### config.mk
export PLATFORM = sky130hd
export DESIGN_NAME = pss_phase_ctrl
export DESIGN_NICKNAME = d
export VERILOG_FILES = /design/src/hdl/pss_pkg.sv /design/src/hdl/pss_balance.sv /design/src/hdl/pss_phase_ctrl.sv /design/src/hdl/pss_sync.sv
export VERILOG_INCLUDE_DIRS = /design/src /design/src/hdl
export SDC_FILE = /design/constraint.sdc
export NUM_CORES = 2
export LEC_CHECK = 0
export BUFFER_PORTS_ARGS = -buffer_cell sky130_fd_sc_hd__buf_4
export CAP_MARGIN = 20
export CORE_AREA = 2 2 389 391
export DETAILED_ROUTE_END_ITERATION = 8
export DIE_AREA = 0 0 391 393
export PLACE_DENSITY = 0.7
export SETUP_SLACK_MARGIN = 0.5
export SLEW_MARGIN = 20
export SYNTH_ARGS = -nofsm -noshare
export SYNTH_HDL_FRONTEND = slang
export SYNTH_HIERARCHICAL = 1
export SYNTH_SLANG_ARGS = --single-unit
### constraint.sdc
create_clock -name clk_in -period 71.8 [get_ports clk_in]
set_input_delay 14.36 -clock clk_in [delete_from_list [all_inputs] [get_ports clk_in]]
set_output_delay 14.36 -clock clk_in [all_outputs]
set_load 0.03 [all_outputs]
### src/hdl/pss_map.svh
// Function
// - pin high: run the full phase count from the regulator configuration.
// - pin low: reduced phase count; pin floating: automatic load-based management.
// - automatic mode compares load with four of the five drop levels (not the first) plus one hysteresis.
// - above 3-phase level plus hysteresis: four phases; above 2-phase: three.
// - lower bands give two, then one phase; lowest band runs discontinuous.
// - during a voltage transition run all phases continuous, resume when settled; done in automatic mode only, pin low keeps the reduced count.
// - feedback below its lower window forces all phases continuous at once; done in automatic mode only, pin low keeps the reduced count.
// - frequency change above its limit forces all phases continuous at once; done in automatic mode only, pin low keeps the reduced count.
// - each phase current trims its on-time toward reference plus offset.
// - on-time trim uses 5 ns steps dithered to 0.08 ns resolution.
// - input divider ratio is scale value over 2 to the tenth.
// - sense configuration bit 10 switches off the thermistor current source.
// - store-all copies the configuration to memory and takes 200 ms.
// - memory reloads at power-on and on restore-all, at least 300 us.
// - with write protection set, memory writes have no effect.
// - bad check at initialisation discards data, cuts power, awaits clear.
// - fault cleared by clear command, clear-fault, or store and restart.
// - low-power mode with enable low disables command access.
// - after reset, configuration loads before regulation may begin.
`ifndef PSS_MAP_SVH
`define PSS_MAP_SVH
`define PSS_CLK_PERIOD_NS 4
`define PSS_NS_PER_MS 1000000
`define PSS_NS_PER_US 1000
`define PSS_STORE_TIME_MS 200
`define PSS_RESTORE_TIME_US 300
`define PSS_BASE_STEP_PS 5000
`define PSS_DITHER_STEP_PS 80
`define PSS_FINE_MAX 255
`define PSS_NUM_PHASES 4
`define PSS_CMD_CLEAR_FAULTS 8'h03
`define PSS_CMD_STORE_ALL 8'h15
`define PSS_CMD_RESTORE_ALL 8'h16
`define PSS_CMD_CLEAR_NVM 8'hFF
`define PSS_REG_SENSE_CONFIG 8'h34
`define PSS_REG_LOW_PHASE_COUNT 8'hAA
`define PSS_REG_INPUT_SCALE 8'hC0
`define PSS_REG_TEMP_GAIN_OFFSET 8'hC1
`define PSS_REG_WRITE_PROTECT 8'hDB
`define PSS_REG_REGULATOR_CONFIG 8'hE1
`define PSS_REG_LEVEL_FIRST 8'hE3
`define PSS_REG_LEVEL_LAST 8'hE7
`define PSS_REG_HYSTERESIS 8'hE8
`define PSS_IDX_SENSE 4'h0
`define PSS_IDX_LOW_CNT 4'h1
`define PSS_IDX_SCALE 4'h2
`define PSS_IDX_TEMP 4'h3
`define PSS_IDX_WP 4'h4
`define PSS_IDX_VRCFG 4'h5
`define PSS_IDX_LEVEL_FIRST 4'h6
`define PSS_IDX_DCM 4'hA
`define PSS_IDX_HYS 4'hB
`define PSS_NUM_REGS 12
`define PSS_ADDR_CRC 4'hC
`define PSS_CRC_INIT 16'hFFFF
`define PSS_CRC_POLY 16'h1021
`define PSS_TSRC_DIS_BIT 10
`define PSS_WP_BIT 0
`define PSS_VIN_SHIFT 10
`define PSS_MAX_PHASES 3'h4
`define PSS_ONE_PHASE 3'h1
`endif

### src/hdl/pss_pkg.sv
package pss_pkg;
  typedef logic [15:0] pss_word_type;
  typedef enum logic [2:0] {
    PSS_WAIT_EN, PSS_READ, PSS_READ_WAIT, PSS_IDLE, PSS_WRITE, PSS_WRITE_WAIT, PSS_FAULT
  } pss_nvm_state_type;
  typedef struct packed {
    pss_nvm_state_type st;
    pss_word_type [11:0] regs;
    logic [3:0] addr;
    logic [1:0] ph;
    logic pass;
    logic booted;
    logic run;
    logic fault;
    pss_word_type crc;
    logic [31:0] cnt;
    logic pend_store;
    logic pend_restore;
    logic [2:0] aps;
    logic [2:0] phases;
    logic ccm;
    logic pwr;
    pss_word_type rdata;
    logic ack;
    logic nak;
    pss_word_type vin;
    logic nvm_rd;
    logic nvm_wr;
    logic [3:0] nvm_addr;
    pss_word_type wdata;
  } pss_main_state_type;
endpackage : pss_pkg

### src/hdl/pss_balance.sv
`timescale 1ns/1ps
`include "pss_map.svh"
module pss_balance import pss_pkg::*; (
  // clock and reset
  input wire logic clk_in,
  input wire logic rst_in,
  // switching cycle and currents
  input wire logic cycle_start_in,
  input wire logic [15:0] cur_in,
  input wire logic [15:0] ref_in,
  input wire logic signed [7:0] offset_in,
  // on-time trim
  output logic signed [9:0] fine_out,
  output logic signed [7:0] step_out
);
  typedef struct packed {
    logic signed [9:0] fine;
    logic signed [13:0] err;
    logic signed [7:0] step;
  } pss_bal_state_type;
  pss_bal_state_type s_q, s_d;
  logic signed [17:0] target;

  // integrate current error, then dither fine trim into coarse steps
  always_comb begin
    logic signed [19:0] want;
    logic signed [19:0] quo;
    want = '0;
    quo = '0;
    s_d = s_q;
    target = $signed({2'b00, ref_in}) + 18'(offset_in);
    if (cycle_start_in) begin
      if ($signed({2'b00, cur_in}) < target && s_q.fine < $signed(10'(`PSS_FINE_MAX))) begin
        s_d.fine = s_q.fine + 10'sd1;
      end else if ($signed({2'b00, cur_in}) > target &&
                   s_q.fine > -$signed(10'(`PSS_FINE_MAX))) begin
        s_d.fine = s_q.fine - 10'sd1;
      end
      want = 20'(s_q.fine) * $signed(20'(`PSS_DITHER_STEP_PS)) + 20'(s_q.err);
      quo = want / $signed(20'(`PSS_BASE_STEP_PS));
      s_d.step = 8'(quo);
      s_d.err = 14'(want - quo * $signed(20'(`PSS_BASE_STEP_PS)));
    end
  end

  always_ff @(posedge clk_in or posedge rst_in) begin
    if (rst_in) begin
      s_q <= '0;
    end else begin
      s_q <= s_d;
    end
  end

  assign fine_out = s_q.fine;
  assign step_out = s_q.step;

  a_fine_rises: assert property (@(posedge clk_in) disable iff (rst_in)
    (cycle_start_in && $signed({2'b00, cur_in}) < target && s_q.fine < 10'sd100)
      |=> s_q.fine == $past(s_q.fine) + 10'sd1)
    else $error("phase trim did not rise");
  a_err_bounded: assert property (@(posedge clk_in) disable iff (rst_in)
    s_q.err < 14'sd5000 && s_q.err > -14'sd5000)
    else $error("dither residue exceeds base step");
endmodule : pss_balance

### src/hdl/pss_phase_ctrl.sv
`timescale 1ns/1ps
`include "pss_map.svh"
module pss_phase_ctrl import pss_pkg::*; #(
  parameter int STORE_CYCLES = `PSS_STORE_TIME_MS * `PSS_NS_PER_MS / `PSS_CLK_PERIOD_NS,
  parameter int RESTORE_CYCLES =
    (`PSS_RESTORE_TIME_US * `PSS_NS_PER_US + `PSS_CLK_PERIOD_NS - 1) / `PSS_CLK_PERIOD_NS
) (
  // clock and reset
  input wire logic clk_in,
  input wire logic rst_in,
  // asynchronous pins
  input wire logic phase_select_high_in,
  input wire logic phase_select_low_in,
  input wire logic feedback_low_in,
  input wire logic enable_in,
  // regulator status
  input wire logic low_power_mode_in,
  input wire logic dynamic_voltage_transition_active_in,
  input wire logic cycle_start_in,
  input wire logic [15:0] load_current_in,
  input wire logic [15:0] freq_change_in,
  input wire logic [15:0] freq_limit_in,
  input wire logic [11:0] vin_sense_in,
  // current balance
  input wire logic [`PSS_NUM_PHASES-1:0][15:0] phase_current_in,
  input wire logic [15:0] current_ref_in,
  input wire logic [`PSS_NUM_PHASES-1:0][7:0] phase_offset_in,
  output logic [`PSS_NUM_PHASES-1:0][9:0] trim_fine_out,
  output logic [`PSS_NUM_PHASES-1:0][7:0] trim_step_out,
  // command port
  input wire logic cmd_valid_in,
  input wire logic cmd_write_in,
  input wire logic [7:0] cmd_code_in,
  input wire logic [15:0] cmd_wdata_in,
  output logic cmd_ack_out,
  output logic cmd_nak_out,
  output logic [15:0] cmd_rdata_out,
  // non-volatile memory
  output logic nvm_rd_out,
  output logic nvm_wr_out,
  output logic [3:0] nvm_addr_out,
  output logic [15:0] nvm_wdata_out,
  input wire logic [15:0] nvm_rdata_in,
  // regulator control
  output logic [2:0] phase_count_out,
  output logic ccm_out,
  output logic power_enable_out,
  output logic busy_out,
  output logic nvm_fault_out,
  output logic thermistor_source_disable_out,
  output logic [15:0] input_voltage_out,
  output logic [15:0] temp_gain_offset_out
);
  pss_main_state_type s_q, s_d;
  logic [3:0] pins_s;
  logic sel_high, sel_low, fb_low, en_s;
  logic auto_mode, comm_ok, busy, force_full, reg_hit;
  logic [3:0] reg_idx;
  logic [2:0] full_cnt, low_cnt;
  logic [16:0] up_lvl;
  pss_word_type dn_lvl;

  // -------------------------------------------------------------------------
  // pin synchronisers and per-phase balance loops
  // -------------------------------------------------------------------------
  pss_sync #(.WIDTH(4)) u_sync (
    .clk_in(clk_in),
    .rst_in(rst_in),
    .d_in({phase_select_high_in, phase_select_low_in, feedback_low_in, enable_in}),
    .q_out(pins_s)
  );
  assign {sel_high, sel_low, fb_low, en_s} = pins_s;

  generate
    for (genvar i = 0; i < `PSS_NUM_PHASES; i++) begin : g_bal
      pss_balance u_bal (
        .clk_in(clk_in),
        .rst_in(rst_in),
        .cycle_start_in(cycle_start_in),
        .cur_in(phase_current_in[i]),
        .ref_in(current_ref_in),
        .offset_in($signed(phase_offset_in[i])),
        .fine_out(trim_fine_out[i]),
        .step_out(trim_step_out[i])
      );
    end
  endgenerate

  // crc-16 over one word, msb first
  function automatic pss_word_type pss_crc_step(pss_word_type c, pss_word_type d);
    pss_word_type r;
    r = c;
    for (int b = 15; b >= 0; b--) begin
      r = {r[14:0], 1'b0} ^ ((r[15] ^ d[b]) ? `PSS_CRC_POLY : 16'h0000);
    end
    return r;
  endfunction : pss_crc_step

  // -------------------------------------------------------------------------
  // decode and derived settings
  // -------------------------------------------------------------------------
  always_comb begin
    reg_hit = 1'b1;
    reg_idx = `PSS_IDX_SENSE;
    if (cmd_code_in >= `PSS_REG_LEVEL_FIRST && cmd_code_in <= `PSS_REG_LEVEL_LAST) begin
      reg_idx = `PSS_IDX_LEVEL_FIRST + 4'(cmd_code_in - `PSS_REG_LEVEL_FIRST);
    end else begin
      unique case (cmd_code_in)
        `PSS_REG_SENSE_CONFIG: reg_idx = `PSS_IDX_SENSE;
        `PSS_REG_LOW_PHASE_COUNT: reg_idx = `PSS_IDX_LOW_CNT;
        `PSS_REG_INPUT_SCALE: reg_idx = `PSS_IDX_SCALE;
        `PSS_REG_TEMP_GAIN_OFFSET: reg_idx = `PSS_IDX_TEMP;
        `PSS_REG_WRITE_PROTECT: reg_idx = `PSS_IDX_WP;
        `PSS_REG_REGULATOR_CONFIG: reg_idx = `PSS_IDX_VRCFG;
        `PSS_REG_HYSTERESIS: reg_idx = `PSS_IDX_HYS;
        default: reg_hit = 1'b0;
      endcase
    end
  end

  // phase counts clamped to 1..4; zero or out of range means full, except a zero low count means one
  assign full_cnt = (s_q.regs[`PSS_IDX_VRCFG][2:0] == 3'h0 ||
                     s_q.regs[`PSS_IDX_VRCFG][2:0] > `PSS_MAX_PHASES) ?
                    `PSS_MAX_PHASES : s_q.regs[`PSS_IDX_VRCFG][2:0];
  assign low_cnt = (s_q.regs[`PSS_IDX_LOW_CNT][2:0] == 3'h0) ? `PSS_ONE_PHASE :
                   (s_q.regs[`PSS_IDX_LOW_CNT][2:0] > full_cnt) ? full_cnt :
                   s_q.regs[`PSS_IDX_LOW_CNT][2:0];
  assign auto_mode = !sel_high && !sel_low;
  assign force_full = dynamic_voltage_transition_active_in || fb_low || (freq_change_in > freq_limit_in);
  // drop level above and below the present state
  assign up_lvl = {1'b0, s_q.regs[`PSS_IDX_DCM - {1'b0, s_q.aps}]} +
                  {1'b0, s_q.regs[`PSS_IDX_HYS]};
  assign dn_lvl = s_q.regs[`PSS_IDX_HYS - {1'b0, s_q.aps}];
  assign comm_ok = !(low_power_mode_in && !en_s);
  assign busy = s_q.st == PSS_READ || s_q.st == PSS_READ_WAIT ||
                s_q.st == PSS_WRITE || s_q.st == PSS_WRITE_WAIT;

  // -------------------------------------------------------------------------
  // next state
  // -------------------------------------------------------------------------
  always_comb begin
    logic start_rd;
    logic start_wr;
    start_rd = 1'b0;
    start_wr = 1'b0;
    s_d = s_q;
    s_d.ack = 1'b0;
    s_d.nak = 1'b0;
    s_d.nvm_rd = 1'b0;
    s_d.nvm_wr = 1'b0;
    s_d.cnt = s_q.cnt + 32'h0000_0001;

    // memory sequencer
    unique case (s_q.st)
      PSS_WAIT_EN: begin
        if (!low_power_mode_in || en_s) begin
          start_rd = 1'b1;
        end
      end
      PSS_READ: begin
        if (s_q.ph == 2'h0) begin
          s_d.nvm_rd = 1'b1;
          s_d.nvm_addr = s_q.addr;
          s_d.ph = 2'h1;
        end else if (s_q.ph == 2'h1) begin
          s_d.ph = 2'h2;
        end else begin
          s_d.ph = 2'h0;
          if (s_q.addr == `PSS_ADDR_CRC) begin
            if (s_q.pass) begin
              s_d.st = PSS_READ_WAIT;
            end else if (nvm_rdata_in == s_q.crc) begin
              s_d.pass = 1'b1;
              s_d.addr = 4'h0;
            end else if (!s_q.booted) begin
              // bad check at start: discard and hold fault
              s_d.st = PSS_FAULT;
              s_d.fault = 1'b1;
              s_d.run = 1'b0;
            end else begin
              s_d.st = PSS_IDLE;
            end
          end else begin
            s_d.crc = pss_crc_step(s_q.crc, nvm_rdata_in);
            if (s_q.pass) begin
              s_d.regs[s_q.addr] = nvm_rdata_in;
            end
            s_d.addr = s_q.addr + 4'h1;
          end
        end
      end
      PSS_READ_WAIT: begin
        if (s_q.cnt >= 32'(RESTORE_CYCLES - 1)) begin
          s_d.st = PSS_IDLE;
          if (!s_q.booted) begin
            s_d.booted = 1'b1;
            s_d.run = 1'b1;
          end
        end
      end
      PSS_IDLE: begin
        if (s_q.pend_store) begin
          s_d.pend_store = 1'b0;
          start_wr = 1'b1;
        end else if (s_q.pend_restore) begin
          s_d.pend_restore = 1'b0;
          start_rd = 1'b1;
        end
      end
      PSS_WRITE: begin
        if (s_q.regs[`PSS_IDX_WP][`PSS_WP_BIT]) begin
          s_d.st = s_q.fault ? PSS_FAULT : PSS_IDLE;
        end else begin
          s_d.nvm_wr = 1'b1;
          s_d.nvm_addr = s_q.addr;
          if (s_q.addr == `PSS_ADDR_CRC) begin
            s_d.wdata = s_q.crc;
            s_d.st = PSS_WRITE_WAIT;
          end else begin
            s_d.wdata = s_q.regs[s_q.addr];
            s_d.crc = pss_crc_step(s_q.crc, s_q.regs[s_q.addr]);
            s_d.addr = s_q.addr + 4'h1;
          end
        end
      end
      PSS_WRITE_WAIT: begin
        if (s_q.cnt >= 32'(STORE_CYCLES - 1)) begin
          s_d.st = s_q.fault ? PSS_FAULT : PSS_IDLE;
        end
      end
      PSS_FAULT: begin
        // store allowed in fault, restart then reloads
        if (s_q.pend_store) begin
          s_d.pend_store = 1'b0;
          start_wr = 1'b1;
        end
      end
      default: s_d.st = PSS_IDLE;
    endcase

    // command port, after the sequencer so a new request wins
    if (cmd_valid_in && comm_ok) begin
      if (reg_hit) begin
        s_d.ack = 1'b1;
        if (cmd_write_in) begin
          s_d.regs[reg_idx] = cmd_wdata_in;
        end else begin
          s_d.rdata = s_q.regs[reg_idx];
        end
      end else if (cmd_write_in && cmd_code_in == `PSS_CMD_STORE_ALL) begin
        s_d.ack = 1'b1;
        s_d.pend_store = 1'b1;
      end else if (cmd_write_in && cmd_code_in == `PSS_CMD_RESTORE_ALL) begin
        s_d.ack = 1'b1;
        s_d.pend_restore = 1'b1;
      end else if (cmd_write_in && (cmd_code_in == `PSS_CMD_CLEAR_NVM ||
                                    cmd_code_in == `PSS_CMD_CLEAR_FAULTS)) begin
        s_d.ack = 1'b1;
        // clear fault and start again from memory
        if (s_q.st == PSS_FAULT) begin
          s_d.fault = 1'b0;
          s_d.booted = 1'b0;
          start_rd = 1'b1;
        end
      end else begin
        s_d.nak = 1'b1;
      end
    end

    // operation launch
    if (start_rd) begin
      s_d.st = PSS_READ;
    end else if (start_wr) begin
      s_d.st = PSS_WRITE;
    end
    if (start_rd || start_wr) begin
      s_d.addr = 4'h0;
      s_d.ph = 2'h0;
      s_d.pass = 1'b0;
      s_d.crc = `PSS_CRC_INIT;
      s_d.cnt = 32'h0000_0000;
    end

    // automatic power state
    if (!auto_mode || force_full) begin
      s_d.aps = full_cnt;
    end else if (s_q.aps > full_cnt) begin
      s_d.aps = full_cnt;
    end else if (cycle_start_in) begin
      // change only at a cycle boundary
      // step up past level plus hysteresis, down at level
      if (s_q.aps < full_cnt && {1'b0, load_current_in} > up_lvl) begin
        s_d.aps = s_q.aps + 3'h1;
      end else if (s_q.aps != 3'h0 && load_current_in <= dn_lvl) begin
        s_d.aps = s_q.aps - 3'h1;
      end
    end

    // phase count and conduction mode
    if (sel_high) begin
      s_d.phases = full_cnt;
      s_d.ccm = 1'b1;
    end else if (sel_low) begin
      s_d.phases = low_cnt;
      s_d.ccm = 1'b1;
    end else begin
      s_d.phases = (s_d.aps == 3'h0) ? `PSS_ONE_PHASE : s_d.aps;
      s_d.ccm = s_d.aps != 3'h0;
    end

    // input voltage from sense and divider ratio
    if (s_q.regs[`PSS_IDX_SCALE] == 16'h0000) begin
      s_d.vin = 16'hFFFF;
    end else begin
      s_d.vin = (({10'h000, vin_sense_in} << `PSS_VIN_SHIFT) / s_q.regs[`PSS_IDX_SCALE]) >
                22'h00FFFF ? 16'hFFFF :
                16'(({10'h000, vin_sense_in} << `PSS_VIN_SHIFT) / s_q.regs[`PSS_IDX_SCALE]);
    end

    // power only after a good load
    s_d.pwr = s_q.run && !s_q.fault && en_s;
  end

  always_ff @(posedge clk_in or posedge rst_in) begin
    if (rst_in) begin
      s_q <= '0;
    end else begin
      s_q <= s_d;
    end
  end

  // -------------------------------------------------------------------------
  // outputs
  // -------------------------------------------------------------------------
  assign cmd_ack_out = s_q.ack;
  assign cmd_nak_out = s_q.nak;
  assign cmd_rdata_out = s_q.rdata;
  assign nvm_rd_out = s_q.nvm_rd;
  assign nvm_wr_out = s_q.nvm_wr;
  assign nvm_addr_out = s_q.nvm_addr;
  assign nvm_wdata_out = s_q.wdata;
  assign phase_count_out = s_q.phases;
  assign ccm_out = s_q.ccm;
  assign power_enable_out = s_q.pwr;
  assign busy_out = busy;
  assign nvm_fault_out = s_q.fault;
  assign thermistor_source_disable_out = s_q.regs[`PSS_IDX_SENSE][`PSS_TSRC_DIS_BIT];
  assign input_voltage_out = s_q.vin;
  assign temp_gain_offset_out = s_q.regs[`PSS_IDX_TEMP];

  // -------------------------------------------------------------------------
  // checks
  // -------------------------------------------------------------------------
  a_high_full: assert property (@(posedge clk_in) disable iff (rst_in)
    sel_high |=> phase_count_out == $past(full_cnt) && ccm_out)
    else $error("pin high did not give full count");
  a_low_count: assert property (@(posedge clk_in) disable iff (rst_in)
    (sel_low && !sel_high) |=> phase_count_out == $past(low_cnt) && ccm_out)
    else $error("pin low did not give low count");
  a_trip_full: assert property (@(posedge clk_in) disable iff (rst_in)
    (auto_mode && fb_low) |=> phase_count_out == $past(full_cnt) && ccm_out)
    else $error("window trip did not force full phases");
  a_freq_full: assert property (@(posedge clk_in) disable iff (rst_in)
    (auto_mode && freq_change_in > freq_limit_in) |=> phase_count_out == $past(full_cnt))
    else $error("frequency trip did not force full phases");
  a_dynamic_voltage_transition_ccm: assert property (@(posedge clk_in) disable iff (rst_in)
    (auto_mode && dynamic_voltage_transition_active_in) |=> ccm_out)
    else $error("transition left discontinuous mode on");
  a_dcm_one: assert property (@(posedge clk_in) disable iff (rst_in)
    (!ccm_out && !$past(rst_in)) |-> phase_count_out == `PSS_ONE_PHASE)
    else $error("discontinuous mode with more than one phase");
  a_shed_edge: assert property (@(posedge clk_in) disable iff (rst_in)
    (auto_mode && !force_full && !cycle_start_in && s_q.aps <= full_cnt)
      |=> s_q.aps == $past(s_q.aps))
    else $error("power state changed between cycles");
  a_tsrc_write: assert property (@(posedge clk_in) disable iff (rst_in)
    (cmd_valid_in && comm_ok && cmd_write_in && cmd_code_in == `PSS_REG_SENSE_CONFIG)
      |=> thermistor_source_disable_out == $past(cmd_wdata_in[`PSS_TSRC_DIS_BIT]))
    else $error("thermistor source bit not applied");
  a_wp_blocks: assert property (@(posedge clk_in) disable iff (rst_in)
    $past(s_q.regs[`PSS_IDX_WP][`PSS_WP_BIT]) |-> !nvm_wr_out)
    else $error("memory written while protected");
  a_fault_nopwr: assert property (@(posedge clk_in) disable iff (rst_in)
    nvm_fault_out |=> !power_enable_out)
    else $error("power on during memory fault");
  a_boot_nopwr: assert property (@(posedge clk_in) disable iff (rst_in)
    !s_q.run |=> !power_enable_out)
    else $error("power before configuration load");
  a_comm_off: assert property (@(posedge clk_in) disable iff (rst_in)
    (low_power_mode_in && !en_s && cmd_valid_in) |=> !cmd_ack_out && !cmd_nak_out)
    else $error("command answered in low-power standby");
  a_busy_store: assert property (@(posedge clk_in) disable iff (rst_in)
    (s_q.st == PSS_WRITE_WAIT) |-> busy_out ##1 (busy_out || s_q.st != PSS_READ))
    else $error("busy not shown during store");
endmodule : pss_phase_ctrl

### src/hdl/pss_sync.sv
`timescale 1ns/1ps
module pss_sync #(
  parameter int WIDTH = 1
) (
  // clock and reset
  input wire logic clk_in,
  input wire logic rst_in,
  // asynchronous levels and their synchronised copies
  input wire logic [WIDTH-1:0] d_in,
  output logic [WIDTH-1:0] q_out
);
  typedef struct packed {
    logic [WIDTH-1:0] s1;
    logic [WIDTH-1:0] s2;
  } pss_sync_state_type;
  pss_sync_state_type s_q, s_d;

  // two-stage chain, only the second stage is read
  always_comb begin
    s_d = s_q;
    s_d.s1 = d_in;
    s_d.s2 = s_q.s1;
  end

  always_ff @(posedge clk_in or posedge rst_in) begin
    if (rst_in) begin
      s_q <= '0;
    end else begin
      s_q <= s_d;
    end
  end

  assign q_out = s_q.s2;
endmodule : pss_sync

# Yosys cells after proc, flatten, opt, wreduce, memory -nomap -nowiden

Index checks and enable logic that the tools add are counted.

$lt $le $gt $ge: 34
Eq/ne operators: 47
Bitwise operators: 66
Divide/modulo/power cells: 5
Multiplexer cells: 170
Reductions and logical operators: 70
$add $sub $neg: 29
Multipliers: 8

Operators by type and width:

| kind                   | number |
|---|---|
| $mux 192               | 6 |
| $xor 16x13->16         | 32 |
| $mux 13                | 32 |
| $mux 199               | 2 |
| $bwmux 192             | 2 |
| $bmux 16 s4            | 4 |
| $mux 16                | 12 |
| $demux 16 s4           | 2 |
| $div 20x14->20 const B | 4 |
| $mul 20x11->11 const B | 4 |
| $mux 10                | 8 |
| $add 18x14->19         | 4 |
| $add 17x8->18          | 4 |
| $gt 17x18->1           | 4 |
| $lt 17x18->1           | 4 |
| $mux 3                 | 21 |
| $eq 8x8->1 const B     | 7 |
| $mul 10x4->14 const B  | 4 |
| $sub 14x14->14         | 4 |
| $mux 1                 | 50 |
| $mux 48                | 1 |
| $add 10x2->10 const B  | 4 |
| $gt 10x9->1 const B    | 4 |
| $lt 10x9->1 const B    | 4 |
| 71 further kinds       | 206 |

Input bits: 223
Output and inout bits: 152
Logic and storage cells: 478
Register bits after elaboration: 455

# Longest topological paths before layout

Word-level depth: 58
Gate-level depth with buffers: 217
Depth with buffers taken out: 200

# By module

The synthesis kept the hierarchy.

By module, submodules not included:

| module                           | cells each | times used | area each (sq um) |
|---|---|---|---|
| pss_phase_ctrl                   | 4,430      | 1          | 36,736.5 |
| pss_balance (g_bal[1].u_bal ...) | 918        | 2          | 7,395.8 |
| pss_balance (g_bal[0].u_bal)     | 936        | 1          | 7,637.3 |
| pss_balance (g_bal[3].u_bal)     | 910        | 1          | 7,445.9 |
| pss_sync                         | 9          | 1          | 203.9 |

# Worst setup path after synthesis

Ideal clock, no wire load.

Path kind: input -> register
From: input port vin_sense_in[11]
To: register s_q (netlist bit input_voltage_out[0])
Data arrival time: 57.323 ns
Required time: 71.661 ns
Path slack: 14.338 ns
Setup time: 0.139 ns
Stages on the path: 195
Cells stage by stage: ha_1 -> nor4b_1 -> a41o_1 -> a41oi_1 -> a21oi_1 -> ha_1 -> o21a_1 -> nor2_1 -> nor3_1 -> mux2_2 -> ha_1 -> o211ai_1 -> a21boi_0 -> and2_1 -> nor2_1 -> a21oi_1 -> ha_1 -> nor2_1 -> (+159 left out) -> a21oi_1 -> o21bai_1 -> a21oi_1 -> o21ai_0 -> a21oi_1 -> o21bai_1 -> nor2_1 -> nand3_2 -> buf_2 -> mux2_1 -> ha_1 -> a21o_1 -> a21o_1 -> a21oi_1 -> o21ai_0 -> nor4_1 -> a211oi_1 -> or4b_1

RTL lines:

| element              | line                  | RTL |
|---|---|---|
| start, declared      | pss_phase_ctrl.sv:23  | `input wire logic [11:0] vin_sense_in,` |
| end signal, assigned | pss_phase_ctrl.sv:326 | `s_q <= '0;` |
| end signal, assigned | pss_phase_ctrl.sv:328 | `s_q <= s_d;` |
| end, declared        | pss_phase_ctrl.sv:54  | `pss_main_state_type s_q, s_d;` |

==> implementation parameters <==
Parameter                              Value

Setup path
  Element type at the critical path end ... register
  Critical-path cell with the highest stage delay ... sky130_fd_sc_hd__o41ai_2
  Biggest fanout along the worst timing path ... 31
  Worst path required time ... 72.36 ns
  Arrival time at the worst endpoint ... 63.77 ns
  Startpoint-to-endpoint class of the critical path ... primary input to register
  Kind of start point of the critical path ... primary input
  Largest stage delay on the critical path ... 0.93 ns

Global routing
  Via count of the first global-routing pass ... 60.76k
  Overflow left after global routing ... 0
  First-pass GRT wire length ... 338100 um
  Pin count of the biggest net entering global routing ... 178
  Initial antenna violation count ... 11
  Global Route Usage Sum ... 27.20%

Drt
  Initial drt markers ... 5910
  Final antenna-violating net count ... 0
  Post-detailed-route DRC marker count ... 0
  Vias post-DR ... 63.49k
  WL final ... 217400 um
  Routed len/inst ... 21.40 um
  Post-detailed-route via-to-cell ratio ... 6.250
  First-pass detailed-route iteration total ... 6

Run status
  Status ... finished, final reports clean

Yosys
  Post-synthesis average cell area ... 8.227 sq um
  Sequential element share of the synthesized area ... 16.59%
  Count of distinct cell types in the synthesized netlist ... 155
  Cell count after synthesis ... 8121
  Register bit count reported by yosys ... 443
  Area of the mapped netlist ... 66820 sq um
  Number of enable flip-flop cells after synthesis ... 0
  Async set-or-reset flop fraction in the synthesized netlist ... 100.0%
  Syn nets ... 9129
  YS warnings ... 6
  Primary FF master, synth ... sky130_fd_sc_hd__dfrtp_1

CTS
  Clock-pin slew of the registers on the worst-case setup and hold paths ... 0.06 ns
  Number of buffers inserted for hold repair after clock tree synthesis ... 0
  Resized cells post-CTS ... 0
  Number of clock sinks ... 443
  Cts bufs inserted ... 58
  Clock latency at the later pin of the worst-skew pair ... 0.74 ns
  Worst-case clock buffer depth ... 3
  Clock Tree Root ... sky130_fd_sc_hd__clkbuf_16
  Clock H-tree levels ... 2
  Clock tree from TritonCTS ... done
  Setup Buffers After CTS ... 0

Final layout
  Number of filler instances in the final layout ... 14.10k
  Share of layout cells above drive strength 1 ... 13.53%
  Layout Area Growth over Synthesis ... 8.552%
  Nets@finish ... 9171
  Top library cells by usage in the layout, fill and taps aside ... 738 x sky130_fd_sc_hd__nand2_1, 738 x sky130_fd_sc_hd__ha_1, 630 x sky130_fd_sc_hd__nor2_1, 559 x sky130_fd_sc_hd__a21oi_1, 508 x sky130_fd_sc_hd__o21ai_0

Placement
  GP Congestion ... 0.9885
  Count of input and output buffers ... 374
  DP HPWL ... 163500 um
  Pre-CTS setup slack ... 8.305 ns

STA
  Relative slew slack ... 22.74%
  Final setup margin ... 8.593 ns
  Worst slack on hold paths ... 0.3474 ns
  Number of endpoints failing setup at the final stage ... 0
  Max-slew violation count ... 0
  Ratio of final minimum period to clock period ... 88.03%
  TNS Setup ... 0 ns
  Crit path time final ... 63.21 ns
  Number of hold violations in the final report ... 0
  Tightest Pin Transition ... 1.130 ns
  Final Skew ... 0.08795 ns
  RSZ-0062 raised after global routing ... false
  Fmax ... 15.82 MHz

Job
  Max-cap check violation count ... 0

Floorplan
  Die W ... 391 um
  Die H ... 393 um
  Placeable core region ... 149200 sq um
  Effective utilization at floorplan ... 44.77%
  Floorplan die area ... 153700 sq um
  I/O pin count ... 375
  Cell Rows ... 142

Hold path
  Worst Hold Class ... register to register
==> layout make-up <==
| class | instances | area (sq um) | share of cell area [%] |
|---|---|---|---|
| inverter | 349 | 1328 | 1.830 |
| clock inverter | 35 | 564.3 | 0.7780 |
| sequential | 443 | 11100 | 15.30 |
| tap | 1944 | 2432 | 3.354 |
| clock buffer | 71 | 1560 | 2.151 |
| multi-input combinational | 6857 | 52100 | 71.83 |
| timing repair buffer | 454 | 3436 | 4.737 |
| antenna | 6 | 15.01 | 0.02070 |
==> cells in the mapped netlist, drive strengths merged (24+ instances only) <==
cell type	instances	area, sq um
a2111oi	27	326.6
a211oi	80	755.7
a21boi	26	195.2
a21o	204	1540
a21oi	568	2880
a311oi	36	374.1
a31oi	116	805.8
and2	64	405.4
and3	70	445.4
buf	230	1551
clkbuf	242	908.4
dfrtp	443	11090
fa	46	920.9
ha	739	9246
inv	347	1313
mux2	163	1843
mux2i	378	3811
mux4	112	2522
nand2	740	2780
nand2b	74	470.5
nand3	185	960.9
nand4	104	650.6
nor2	646	2427
nor2b	96	600.6
nor3	156	795.8
nor4	63	466.7
o211a	32	320.3
o211ai	82	690.7
o21a	105	795.8
o21ai	549	2785
o21bai	100	765.7
o22ai	60	401.6
o31a	26	229.0
o31ai	43	385.4
or2	51	324.1
or3	51	324.1
or4	24	195.2
xnor2	452	4060
xor2	218	1917
==> worst paths after layout <==
check / end / depth (start not counted) / slack (ns) / startpoint
worst max-delay path: input_voltage_out[0] / 187 / 8.59 / vin_sense_in[1]
worst min-delay path: u_sync/q_out[2] / 0 / 0.35 / u_sync/s_d[2]
worst max register to register: input_voltage_out[0] / 186 / 21.22 / s_q[171]
worst min register to register: u_sync/q_out[2] / 0 / 0.35 / u_sync/s_d[2]
max in group asynchronous: s_q[61] / 3 / 56.44 / rst_in
min in group asynchronous: g_bal[0].u_bal/step_out[4] / 2 / 13.80 / rst_in
==> per-layer routing <==
layer  vias to the layer above  GRT usage (%)  share of wire [%]
li1                      29940              -                  -
met1                     30290          35.77                 42
met2                      2729          43.94                 45
met3                       520          4.738                8.7
met4                        10          11.35                4.5
met5                         -              0              0.024
==> critical path, delay by kind of cell <==
family / cells / cell delay, ns
compound gates: 110 / 29.40
buf+inv: 8 / 1.51
simple gates: 46 / 10.94
fa+ha+maj: 21 / 6.65
mux: 2 / 0.84
==> sequential cells by signal, summed over array words and instances (netlist names), 3 cells and up <==
signal                cells
s_q                     240
g_bal.u_bal/s_q          44
g_bal.u_bal/fine_out     40
g_bal.u_bal/step_out     32
cmd_rdata_out            16
input_voltage_out        16
nvm_wdata_out            16
temp_gain_offset_out     16
nvm_addr_out              4
u_sync/q_out              4
u_sync/s_d                4
phase_count_out           3
==> cell families (layout without fill, tap and decap cells) <==
kind of cell               Yosys count  count (layout)  share of synthesized area (%)
buffers and inverters              821             909                          5.657
DFF                                443             443                          16.59
xor gates and xnor gates           671             671                          8.979
adders and majority gates          792             792                          15.33
and+or+nand+nor                   2407            2407                          17.30
AOI/OAI and AO/OA                 2334            2334                          23.90
other                                0               6                              0
muxes                              653             653                          12.24
==> metrics by stage <==
stage	instances	util [%]	area [sq um]
after detailed placement	10050	47.15	70360
final	10160	48.60	72530
after global placement	10050	47.13	70340
after CTS	10150	48.57	72490
after floorplan	8121	-	66820
after global routing	10150	48.59	72520
Power is not shown: default switching activity piles up to over one toggle a cycle in this logic, so the estimate is an artifact.
